--- src/common/rsq_pkg.sv ---
package rsq_pkg;

	// Core clock
	localparam int CLK_MHZ = 125;

	// Sequence trigger filter time
	localparam int DEGLITCH_US = 1000;

	// Power-on and power-off rail delays, in microseconds
	localparam int B1_DLY_US = 1500;
	localparam int B2_DLY_US = 2000;
	localparam int L1_DLY_US = 3000;
	localparam int L2_DLY_US = 6000;

	// Soft-start step dwell
	localparam int SS_STEP_US = 100;

	// Light-load persistence before pulse-frequency entry, switching ticks
	localparam int PFM_ENTRY_TICKS = 32;

	// Pulse-frequency band above nominal, per mille
	localparam int PFM_BAND_LO_PM = 8;
	localparam int PFM_BAND_HI_PM = 16;

	// Current limit codes in mA
	localparam int ILIM_W = 11;
	localparam logic [ILIM_W-1:0] B1_ILIM_S0 = 11'h0b4;
	localparam logic [ILIM_W-1:0] B1_ILIM_S1 = 11'h12c;
	localparam logic [ILIM_W-1:0] B1_ILIM_S2 = 11'h2d0;
	localparam logic [ILIM_W-1:0] B1_ILIM_RUN = 11'h5dc;
	localparam logic [ILIM_W-1:0] B2_ILIM_S0 = 11'h0a1;
	localparam logic [ILIM_W-1:0] B2_ILIM_S1 = 11'h12c;
	localparam logic [ILIM_W-1:0] B2_ILIM_S2 = 11'h218;
	localparam logic [ILIM_W-1:0] B2_ILIM_RUN = 11'h3e8;

	// Reset values of the software enables and force bits
	localparam logic [3:0] REG_EN_RST = 4'hf;
	localparam logic [1:0] FORCE_PWM_RST = 2'h0;

	// Rail positions in the rail vectors
	localparam int RAIL_B1 = 0;
	localparam int RAIL_B2 = 1;
	localparam int RAIL_L1 = 2;
	localparam int RAIL_L2 = 3;

	// Exact because the clock is a whole number of MHz
	function automatic int us_to_cyc(input int us);
		return us * CLK_MHZ;
	endfunction

	localparam int DEGLITCH_CYC_DEF = us_to_cyc(DEGLITCH_US);
	localparam int B1_DLY_CYC = us_to_cyc(B1_DLY_US);
	localparam int B2_DLY_CYC = us_to_cyc(B2_DLY_US);
	localparam int L1_DLY_CYC = us_to_cyc(L1_DLY_US);
	localparam int L2_DLY_CYC = us_to_cyc(L2_DLY_US);
	localparam int SS_STEP_CYC_DEF = us_to_cyc(SS_STEP_US);

	typedef enum logic [1:0] {
		SEQ_STANDBY,
		SEQ_UP,
		SEQ_ACTIVE,
		SEQ_DOWN
	} rsq_seq_t;

	typedef enum logic [2:0] {
		BK_OFF,
		BK_SOFT,
		BK_PWM,
		BK_PFM_SLEEP,
		BK_PFM_HS,
		BK_PFM_LS,
		BK_PFM_PARK
	} rsq_buck_t;

endpackage

--- src/rtl/rsq_deglitch.sv ---
`timescale 1ns/1ps
module rsq_deglitch
	import rsq_pkg::*;
#(
	parameter int CYC = DEGLITCH_CYC_DEF
)(
	input wire logic sys_clk, // Core clock
	input wire logic rst_b, // Async reset, active low
	input wire logic raw, // Unfiltered level
	output logic level, // Filtered level
	output logic rise, // One-cycle pulse on accepted rise
	output logic fall // One-cycle pulse on accepted fall
);
	localparam int CW = $clog2(CYC + 1);

	generate
		if (CYC < 1) begin : g_chk
			$error("rsq_deglitch: CYC must be at least 1");
		end
	endgenerate

	logic [CW-1:0] cnt;
	wire differs = raw != level;
	wire accept = differs && (cnt == CW'(CYC - 1));

	always_ff @(posedge sys_clk or negedge rst_b) begin
		if (!rst_b) begin
			cnt <= '0;
			level <= 1'b0;
			rise <= 1'b0;
			fall <= 1'b0;
		end else begin
			cnt <= (differs && !accept) ? cnt + 1'b1 : '0;
			if (accept) begin
				level <= raw;
			end
			rise <= accept && raw;
			fall <= accept && !raw;
		end
	end
endmodule

--- src/rtl/rsq_softstart.sv ---
`timescale 1ns/1ps
module rsq_softstart
	import rsq_pkg::*;
#(
	parameter logic [ILIM_W-1:0] S0 = B1_ILIM_S0,
	parameter logic [ILIM_W-1:0] S1 = B1_ILIM_S1,
	parameter logic [ILIM_W-1:0] S2 = B1_ILIM_S2,
	parameter logic [ILIM_W-1:0] RUN = B1_ILIM_RUN,
	parameter int STEP_CYC = SS_STEP_CYC_DEF
)(
	input wire logic sys_clk, // Core clock
	input wire logic rst_b, // Async reset, active low
	input wire logic run, // Converter enabled
	output logic [ILIM_W-1:0] ilim, // Switch current limit, mA
	output logic done // Soft start finished
);
	localparam int CW = $clog2(STEP_CYC + 1);

	generate
		if (STEP_CYC < 1) begin : g_chk
			$error("rsq_softstart: STEP_CYC must be at least 1");
		end
	endgenerate

	logic [CW-1:0] cnt;
	logic [1:0] idx;
	wire step_end = cnt == CW'(STEP_CYC - 1);

	always_ff @(posedge sys_clk or negedge rst_b) begin
		if (!rst_b) begin
			cnt <= '0;
			idx <= 2'h0;
			done <= 1'b0;
			ilim <= S0;
		end else if (!run) begin
			// A fresh ramp on every low-to-high enable
			cnt <= '0;
			idx <= 2'h0;
			done <= 1'b0;
			ilim <= S0;
		end else if (!done) begin
			cnt <= step_end ? '0 : cnt + 1'b1;
			if (step_end) begin
				idx <= idx + 1'b1;
				done <= idx == 2'h2;
				ilim <= (idx == 2'h0) ? S1 : (idx == 2'h1) ? S2 : RUN;
			end
		end
	end
endmodule

--- src/rtl/rsq_top.sv ---
`timescale 1ns/1ps
// Functional notes
// - PFM low threshold turns high side on until high threshold or peak limit
// - PFM band sits 0.8 to 1.6 percent above nominal PWM output
// - After high side, low side on until zero current detected
// - Still below high threshold after low side: pulse again
// - At high threshold, low side to zero current, then sleep
// - Below the second low threshold in PFM: switch to PWM
// - Bucks enabled on power-on to Active; default voltages loaded at end
// - Software enables or disables each converter individually
// - Automatic mode by default; force bit holds PWM
// - Soft start only on enable rise after input supply is valid
// - Soft start limits 180/300/720 mA and 161/300/536 mA
// - Near dropout the high side stays on, no switching, in soft start and PWM only
// - Each of the four rails has its own pin enable
// - Trigger rise leaves Standby and starts power-on timing
// - Trigger fall starts the shutdown timing
// - Trigger is deglitched for 1 ms before use
// - While trigger is high, pin enable toggling is ignored
// - Rail on = register enable AND (pin enable OR trigger)
// - Register enables are all set after reset
// - Undriven enables read low, so every rail stays off
// - Power-on delays 1.5, 2, 3, 6 ms per rail
// - Power-off delays 1.5, 2, 3, 6 ms per rail
// - PFM entry after 32 switching cycles of light load
module rsq_top
	import rsq_pkg::*;
#(
	parameter int DEGLITCH_CYC = DEGLITCH_CYC_DEF,
	parameter int B1_ON_CYC = B1_DLY_CYC,
	parameter int B2_ON_CYC = B2_DLY_CYC,
	parameter int L1_ON_CYC = L1_DLY_CYC,
	parameter int L2_ON_CYC = L2_DLY_CYC,
	parameter int B1_OFF_CYC = B1_DLY_CYC,
	parameter int B2_OFF_CYC = B2_DLY_CYC,
	parameter int L1_OFF_CYC = L1_DLY_CYC,
	parameter int L2_OFF_CYC = L2_DLY_CYC,
	parameter int SS_STEP_CYC = SS_STEP_CYC_DEF,
	parameter int PFM_TICKS = PFM_ENTRY_TICKS
)(
	input wire logic sys_clk, // Core clock, 125 MHz
	input wire logic rst_b, // Power-on reset, active low
	input wire logic sequence_trigger_input, // Sequence trigger pin
	input wire logic buck_one_pin_enable, // Pin enable, buck one
	input wire logic buck_two_pin_enable, // Pin enable, buck two
	input wire logic linreg_one_pin_enable, // Pin enable, linreg one
	input wire logic linreg_two_pin_enable, // Pin enable, linreg two
	input wire logic vin_ok, // Input supply above lockout
	input wire logic reg_en_wr, // Write strobe for reg_en_wdata
	input wire logic [3:0] reg_en_wdata, // Software rail enables
	input wire logic force_pwm_wr, // Write strobe for force_pwm_wdata
	input wire logic [1:0] force_pwm_wdata, // Force PWM per buck
	input wire logic sw_tick, // Switching clock enable pulse
	input wire logic [1:0] fb_below_low, // Output under low PFM threshold
	input wire logic [1:0] fb_above_high, // Output over high PFM threshold
	input wire logic [1:0] fb_below_low2, // Output under low2 threshold
	input wire logic [1:0] pfm_peak_hit, // Peak reached PFM limit
	input wire logic [1:0] zero_current, // Inductor current at zero
	input wire logic [1:0] light_load, // Discontinuous or low peak
	input wire logic [1:0] pwm_hs_req, // PWM modulator high-side demand
	input wire logic [1:0] dropout, // Input close to output
	output logic [3:0] rail_on, // Rail enables, buck one in bit 0
	output logic [3:0] reg_en, // Software rail enables readback
	output logic [1:0] force_pwm, // Force PWM readback
	output logic trigger_level, // Filtered trigger level
	output logic seq_busy, // Power-on or power-off timing runs
	output logic load_vout_default, // Pulse: load default voltages
	output logic [1:0] buck_hs_on, // High-side switch drive
	output logic [1:0] buck_ls_on, // Low-side switch drive
	output logic [1:0] buck_pwm_mode, // Fixed-frequency mode
	output logic [1:0] buck_pfm_sleep, // PFM sleep, both switches off
	output logic [ILIM_W-1:0] buck_one_ilim, // Buck one limit, mA
	output logic [ILIM_W-1:0] buck_two_ilim // Buck two limit, mA
);
	localparam int SEQ_W = 20;
	localparam int LW = $clog2(PFM_TICKS + 1);

	function automatic int max4(input int a, input int b, input int c,
		input int d);
		int m;
		m = a;
		if (b > m) m = b;
		if (c > m) m = c;
		if (d > m) m = d;
		return m;
	endfunction

	localparam int ON_MAX = max4(B1_ON_CYC, B2_ON_CYC, L1_ON_CYC, L2_ON_CYC);
	localparam int OFF_MAX = max4(B1_OFF_CYC, B2_OFF_CYC, L1_OFF_CYC,
		L2_OFF_CYC);

	generate
		if (ON_MAX >= (1 << SEQ_W) || OFF_MAX >= (1 << SEQ_W)) begin : g_c1
			$error("rsq_top: sequence delay exceeds counter range");
		end
		if (PFM_TICKS < 1) begin : g_c2
			$error("rsq_top: PFM_TICKS must be at least 1");
		end
	endgenerate

	localparam logic [SEQ_W-1:0] ON_L[4] = '{SEQ_W'(B1_ON_CYC),
		SEQ_W'(B2_ON_CYC), SEQ_W'(L1_ON_CYC), SEQ_W'(L2_ON_CYC)};
	localparam logic [SEQ_W-1:0] OFF_L[4] = '{SEQ_W'(B1_OFF_CYC),
		SEQ_W'(B2_OFF_CYC), SEQ_W'(L1_OFF_CYC), SEQ_W'(L2_OFF_CYC)};

	// Trigger filter
	logic trig_rise;
	logic trig_fall;

	rsq_deglitch #(.CYC(DEGLITCH_CYC)) u_deglitch (
		.sys_clk(sys_clk),
		.rst_b(rst_b),
		.raw(sequence_trigger_input),
		.level(trigger_level),
		.rise(trig_rise),
		.fall(trig_fall)
	);

	// Software enables and force bits
	always_ff @(posedge sys_clk or negedge rst_b) begin
		if (!rst_b) begin
			reg_en <= REG_EN_RST;
			force_pwm <= FORCE_PWM_RST;
		end else begin
			if (reg_en_wr) reg_en <= reg_en_wdata;
			if (force_pwm_wr) force_pwm <= force_pwm_wdata;
		end
	end

	// Pin enables are frozen while the trigger is high
	wire [3:0] pins = {linreg_two_pin_enable, linreg_one_pin_enable,
		buck_two_pin_enable, buck_one_pin_enable};
	logic [3:0] pin_hold;

	always_ff @(posedge sys_clk or negedge rst_b) begin
		if (!rst_b) begin
			pin_hold <= 4'h0;
		end else if (!trigger_level) begin
			pin_hold <= pins;
		end
	end

	// Power-on / power-off timer
	rsq_seq_t seq_st;
	rsq_seq_t next_seq_st;
	logic [SEQ_W-1:0] seq_cnt;
	logic [3:0] seq_on;
	logic [3:0] on_hit;
	logic [3:0] off_hit;

	genvar r;
	for (r = 0; r < 4; r++) begin : g_hit
		assign on_hit[r] = seq_cnt >= ON_L[r];
		assign off_hit[r] = seq_cnt >= OFF_L[r];
	end

	wire up_done = seq_cnt >= SEQ_W'(ON_MAX);
	wire down_done = seq_cnt >= SEQ_W'(OFF_MAX);

	always_comb begin
		next_seq_st = seq_st;
		case (seq_st)
			SEQ_STANDBY: if (trig_rise) next_seq_st = SEQ_UP;
			SEQ_UP: begin
				if (trig_fall) next_seq_st = SEQ_DOWN;
				else if (up_done) next_seq_st = SEQ_ACTIVE;
			end
			SEQ_ACTIVE: if (trig_fall) next_seq_st = SEQ_DOWN;
			SEQ_DOWN: begin
				if (trig_rise) next_seq_st = SEQ_UP;
				else if (down_done) next_seq_st = SEQ_STANDBY;
			end
			default: next_seq_st = SEQ_STANDBY;
		endcase
	end

	wire seq_restart = next_seq_st != seq_st;
	wire counting = seq_st == SEQ_UP || seq_st == SEQ_DOWN;

	always_ff @(posedge sys_clk or negedge rst_b) begin
		if (!rst_b) begin
			seq_st <= SEQ_STANDBY;
			seq_cnt <= '0;
			seq_on <= 4'h0;
			load_vout_default <= 1'b0;
			seq_busy <= 1'b0;
		end else begin
			seq_st <= next_seq_st;
			seq_cnt <= (seq_restart || !counting) ? '0 : seq_cnt + 1'b1;
			if (seq_st == SEQ_UP) seq_on <= seq_on | on_hit;
			if (seq_st == SEQ_DOWN) seq_on <= seq_on & ~off_hit;
			load_vout_default <= seq_st == SEQ_UP &&
				next_seq_st == SEQ_ACTIVE;
			seq_busy <= next_seq_st == SEQ_UP || next_seq_st == SEQ_DOWN;
		end
	end

	// Lockout gates every rail; enables only rise once the supply is valid
	wire [3:0] next_rail = reg_en & (pin_hold | seq_on) & {4{vin_ok}};

	always_ff @(posedge sys_clk or negedge rst_b) begin
		if (!rst_b) rail_on <= 4'h0;
		else rail_on <= next_rail;
	end

	// Per-converter mode control
	logic [ILIM_W-1:0] ss_ilim[2];
	logic [1:0] ss_done;
	rsq_buck_t bk_st[2];
	rsq_buck_t next_bk_st[2];
	logic [LW-1:0] lt_cnt[2];

	assign buck_one_ilim = ss_ilim[0];
	assign buck_two_ilim = ss_ilim[1];

	genvar g;
	for (g = 0; g < 2; g++) begin : g_buck
		wire en = rail_on[g];
		wire in_pfm = bk_st[g] == BK_PFM_SLEEP || bk_st[g] == BK_PFM_HS ||
			bk_st[g] == BK_PFM_LS || bk_st[g] == BK_PFM_PARK;
		wire light_full = lt_cnt[g] == LW'(PFM_TICKS - 1);
		wire pfm_go = sw_tick && light_load[g] && light_full &&
			!force_pwm[g];
		wire pwm_like = next_bk_st[g] == BK_PWM ||
			next_bk_st[g] == BK_SOFT;
		wire hs_pwm = dropout[g] || pwm_hs_req[g];

		rsq_softstart #(
			.S0(g == 0 ? B1_ILIM_S0 : B2_ILIM_S0),
			.S1(g == 0 ? B1_ILIM_S1 : B2_ILIM_S1),
			.S2(g == 0 ? B1_ILIM_S2 : B2_ILIM_S2),
			.RUN(g == 0 ? B1_ILIM_RUN : B2_ILIM_RUN),
			.STEP_CYC(SS_STEP_CYC)
		) u_ss (
			.sys_clk(sys_clk),
			.rst_b(rst_b),
			.run(en),
			.ilim(ss_ilim[g]),
			.done(ss_done[g])
		);

		always_comb begin
			next_bk_st[g] = bk_st[g];
			case (bk_st[g])
				BK_OFF: if (en) next_bk_st[g] = BK_SOFT;
				BK_SOFT: if (ss_done[g]) next_bk_st[g] = BK_PWM;
				BK_PWM: if (pfm_go) next_bk_st[g] = BK_PFM_SLEEP;
				BK_PFM_SLEEP: begin
					if (fb_below_low[g]) next_bk_st[g] = BK_PFM_HS;
				end
				BK_PFM_HS: begin
					if (fb_above_high[g]) next_bk_st[g] = BK_PFM_PARK;
					else if (pfm_peak_hit[g]) next_bk_st[g] = BK_PFM_LS;
				end
				BK_PFM_LS: begin
					if (zero_current[g]) begin
						next_bk_st[g] = fb_above_high[g] ? BK_PFM_SLEEP :
							BK_PFM_HS;
					end
				end
				BK_PFM_PARK: begin
					if (zero_current[g]) next_bk_st[g] = BK_PFM_SLEEP;
				end
				default: next_bk_st[g] = BK_OFF;
			endcase
			// Load step or software override outranks the pulse sequence
			if (in_pfm && (fb_below_low2[g] || force_pwm[g])) begin
				next_bk_st[g] = BK_PWM;
			end
			if (!en) next_bk_st[g] = BK_OFF;
		end

		always_ff @(posedge sys_clk or negedge rst_b) begin
			if (!rst_b) begin
				bk_st[g] <= BK_OFF;
				lt_cnt[g] <= '0;
				buck_hs_on[g] <= 1'b0;
				buck_ls_on[g] <= 1'b0;
				buck_pwm_mode[g] <= 1'b0;
				buck_pfm_sleep[g] <= 1'b0;
			end else begin
				bk_st[g] <= next_bk_st[g];
				if (bk_st[g] != BK_PWM || !light_load[g]) begin
					lt_cnt[g] <= '0;
				end else if (sw_tick && !light_full) begin
					lt_cnt[g] <= lt_cnt[g] + 1'b1;
				end
				buck_hs_on[g] <= (pwm_like && hs_pwm) ||
					next_bk_st[g] == BK_PFM_HS;
				buck_ls_on[g] <= (pwm_like && !hs_pwm) ||
					next_bk_st[g] == BK_PFM_LS ||
					next_bk_st[g] == BK_PFM_PARK;
				buck_pwm_mode[g] <= pwm_like;
				// Comparators sit in the PFM band above nominal
				buck_pfm_sleep[g] <= next_bk_st[g] == BK_PFM_SLEEP;
			end
		end
	end
endmodule

--- config.mk ---
export PLATFORM = sky130hd
export DESIGN_NAME = rsq_top
export DESIGN_NICKNAME = d
export VERILOG_FILES = /design/src/common/rsq_pkg.sv /design/src/rtl/rsq_deglitch.sv /design/src/rtl/rsq_softstart.sv /design/src/rtl/rsq_top.sv
export SDC_FILE = /design/constraint.sdc
export NUM_CORES = 1
export LEC_CHECK = 0
export ABC_AREA = 1
export BUFFER_PORTS_ARGS = -buffer_cell sky130_fd_sc_hd__buf_4
export CAP_MARGIN = 10
export CORE_MARGIN = 2
export CORE_UTILIZATION = 50
export CTS_BUF_LIST = sky130_fd_sc_hd__clkbuf_16
export CTS_CLUSTER_DIAMETER = 100
export DETAILED_ROUTE_END_ITERATION = 10
export PLACE_DENSITY = 0.69
export REMOVE_ABC_BUFFERS = 1
export SETUP_SLACK_MARGIN = 0.2
export SKIP_CTS_REPAIR_TIMING = 1
export SLEW_MARGIN = 15
export SYNTH_ARGS = -nofsm -noshare
export SYNTH_HDL_FRONTEND = slang
export SYNTH_SLANG_ARGS = --single-unit
--- constraint.sdc ---
create_clock -name sys_clk -period 2.65 [get_ports sys_clk]
set_clock_uncertainty 0.1 [all_clocks]
set_input_delay 0.6625 -clock sys_clk [delete_from_list [all_inputs] [get_ports sys_clk]]
set_output_delay 0.6625 -clock sys_clk [all_outputs]
set_load 0.02 [all_outputs]
==> run_results.csv <==
group,metric,value,unit
timing,worst_slack,632,ps
logic_synthesis,synth_edf_count,0,
detailed_routing,drtIter0Drc,370,
logic_synthesis,synthCells,974,
worst_setup_path,crit_type,"register to output port",
detailed_routing,vias,6272,
grt,track_usage,20.2,%
floorplan,dieArea,16000,sq um
worst_setup_path,start_kind,"register",
timing,tightest_slew,700,ps
grt,grt_max_degree,56,
floorplan,core,14600,sq um
floorplan,ioPinCount,76,
logic_synthesis,synth_fa_ha_area_share,2.49,%
placed_design,port_buffers,71,
timing,tns,0,ps
worst_setup_path,path_cells,"buf_4",
clock_tree,htreeDepth,4,
timing,fin_crit_sh,76.2,%
grt,grt_first_pass_wirelength,26600,microns
worst_setup_path,cp.required,1890,ps
power_and_ir_drop,ir_drop,0.455,mV
logic_synthesis,syn_area,7520,sq um
clock_tree,clk_path_buf_depth,2,
detailed_routing,routedWlPerCell,12.4,microns
detailed_routing,dr.pass1.iters,5,
worst_setup_path,rr_worst_depth,9,
grt,met3_usage,4.34,%
clock_tree,clock-sinks,137,
logic_synthesis,avgSynthCellArea,7.72,sq um
logic_synthesis,synth_top_family_by_area,"simple AND/OR/NAND/NOR gates",
placed_design,dp_slack,684,ps
logic_synthesis,yosysTopAreaCell,"dfrtp_1",
clock_tree,cts_tree,"built",
worst_setup_path,cp.depth,1,
logic_synthesis,synth-xor-area-share,2.79,%
floorplan,row_count,44,
timing,finalSetupViolations,0,
detailed_routing,drc_errors,0,
detailed_routing,wl,15500,microns
logic_synthesis,synth.distinct_cells,47,
timing,fmax,496,MHz
detailed_routing,postRouteAntennaNets,0,
logic_synthesis,synthTopCellsByArea,"dfrtp_1 (42%), nand2_1 (12%), inv_1 (5.8%), nor2_1 (5.7%), nand3_1 (4.3%)",
worst_setup_path,r2r_slack,700,ps
logic_synthesis,synth_ff_type,"dfrtp_1",
placed_design,gp_congestion,0.906,
logic_synthesis,yosys_warnings,0,
worst_setup_path,crit_path_max_incr_delay,620,ps
logic_synthesis,async_flop_share,100,%
timing,slew-limit-headroom,53.4,%
power_and_ir_drop,cellPowerDensity,614,nW/um^2
floorplan,chipWidth,127,microns
placed_design,place_hpwl,11200,microns
worst_setup_path,critPathCaptureType,"output port",
flow_run,drv_cap,0,
grt,grt_pass1_vias,5678,
logic_synthesis,synth.top_cell.area_share,42.2,%
floorplan,die_h,127,microns
timing,period_needed,2020,ps
worst_setup_path,cp_slowest_cell,"dfrtp_1",
min_path,min_path_type,"primary input to asynchronous set/reset pin",
logic_synthesis,yosys.area_share.simple,32.8,%
finish,n_antenna_cell,0,
detailed_routing,vias_per_cell,5.04,
finish,area_growth,17.2,%
logic_synthesis,synth_mux_area_share,0,%
floorplan,start_util,51.4,%
logic_synthesis,synth-compound-area-share,7.37,%
outcome,status,"completed",
timing,grt_setup_unrepaired,"no",
clock_tree,cts-root-buf,"clkbuf_16",
finish,stdcell_count,1245,
finish,drive_gt1_share,16.6,%
power_and_ir_drop,power_leakage,4.22,nW
timing,drv_slew,0,
logic_synthesis,ys_seq_area_share,45.7,%
timing,finalHoldViolCount,0,
grt,met2_usage,31.5,%
worst_setup_path,cp_top_family,"flip-flops",
logic_synthesis,ys_seq_elements,137,
clock_tree,clk-insertion-delay-late,410,ps
clock_tree,path_clk_slew,60,ps
clock_tree,cts_buffers,17,
worst_setup_path,cp.arrival,1260,ps
grt,grtUsageMet1,29.5,%
worst_setup_path,critPathMaxFanout,12,
placed_design,dp_cells,1213,
grt,grt-ovfl-total,0,
finish,nets,1096,
worst_setup_path,timing.critical_path.buf_inv,1,
grt,grt-busiest-layer,"met2",
grt,antenna_found_initial,0,
-- synthesized netlist by cell type, types with 3 or more instances --
master	instances
nand4_1	21
nand3_2	3
nor4_1	5
nand3_1	65
o21ai_2	3
buf_4	9
inv_1	116
xor2_1	22
dfstp_2	10
ha_1	15
nor2_1	115
nor3b_1	7
dfrtp_1	127
o21ai_0	38
inv_2	11
o21ai_1	17
o21bai_1	3
buf_6	3
nor3_2	4
nor2_4	3
buf_2	11
nor3_4	3
nand3b_1	3
nor3_1	37
nor2_2	20
a21oi_1	28
nand2_1	245
nand2_4	3
-- metal layers --
| layer | part of all wire, % | routed length [microns] |
|---|---|---|
| met3 | 4.0 | 613 |
| met4 | 0.44 | 68 |
| met1 | 50 | 7810 |
| met2 | 45 | 7000 |
| met5 | 0 | 0 |
-- state kept, by name, indices dropped and copies added, names as in the netlist, 4 cells and up, named ones only --
register          cells
seq_cnt              20
g_buck.u_ss.ilim     16
g_buck.u_ss.idx       4
bk_st                 6
lt_cnt               12
reg_en                4
pin_hold              4
rail_on               4
g_buck.u_ss.cnt      28
u_deglitch.cnt       17
-- cell usage in the layout, fill, tap and decap left out, drive strengths merged, types with 7 or more instances in the layout --
cell type and n:
nand2 250, nand4 21, buf 77, ha 15, clkbuf 17, xor2 22
inv 133, a21oi 28, nor3b 7, o21ai 58, dfrtp 127, nor2 139
nor3 44, dfstp 10, nand3 68
-- per-stage QoR --
step	util [%]	area (sq um)	total power [mW]	hold WS, ps
CTS	60.2	8820	5.48	68.2
global placement	56.0	8210	3.01	354
finish	60.2	8820	5.42	71.0
floorplan	-	7370	2.75	267
detailed placement	56.0	8210	3.02	354
global route	60.2	8820	5.68	89.8
-- where the power goes --
part	total [mW]	leakage (nW)	internal, mW	switching (mW)
clock network	2.44	0.288	1.50	0.944
registers	2.33	1.82	2.22	0.110
logic	0.651	2.11	0.241	0.410
total	5.42	4.22	3.95	1.46
-- layout make-up --
| cell class | count | area, sq um |
|---|---|---|
| Clock buffer | 17 | 425 |
| Clock inverter | 15 | 186 |
| Fill cell | 1347 | 5820 |
| Inverter | 130 | 494 |
| Multi-Input combinational cell | 685 | 3440 |
| Sequential cell | 137 | 3440 |
| Tap cell | 184 | 230 |
| Timing Repair Buffer | 77 | 607 |
-- path summary, 6_finish.rpt --
check	end	start
setup / recovery	rail_on[0]	rail_on[0]
hold / removal	bk_st[4]	rst_b
setup reg to reg	g_buck[0].u_ss.cnt[9]	g_buck[0].u_ss.cnt[1]
hold reg to reg	u_deglitch.cnt[0]	u_deglitch.cnt[0]
max in group asynchronous	g_buck[1].u_ss.ilim[0]	rst_b
min in group sys_clk	u_deglitch.fall	sequence_trigger_input
-- kinds of logic after synthesis --
group | count (synthesis)
and+or+nand+nor | 541
buffers and inverters | 155
adders and majority gates | 15
DFF | 137
other | 1
xor gates and xnor gates | 24
AOI/OAI and AO/OA | 101
(Power assumes the default switching activity.)
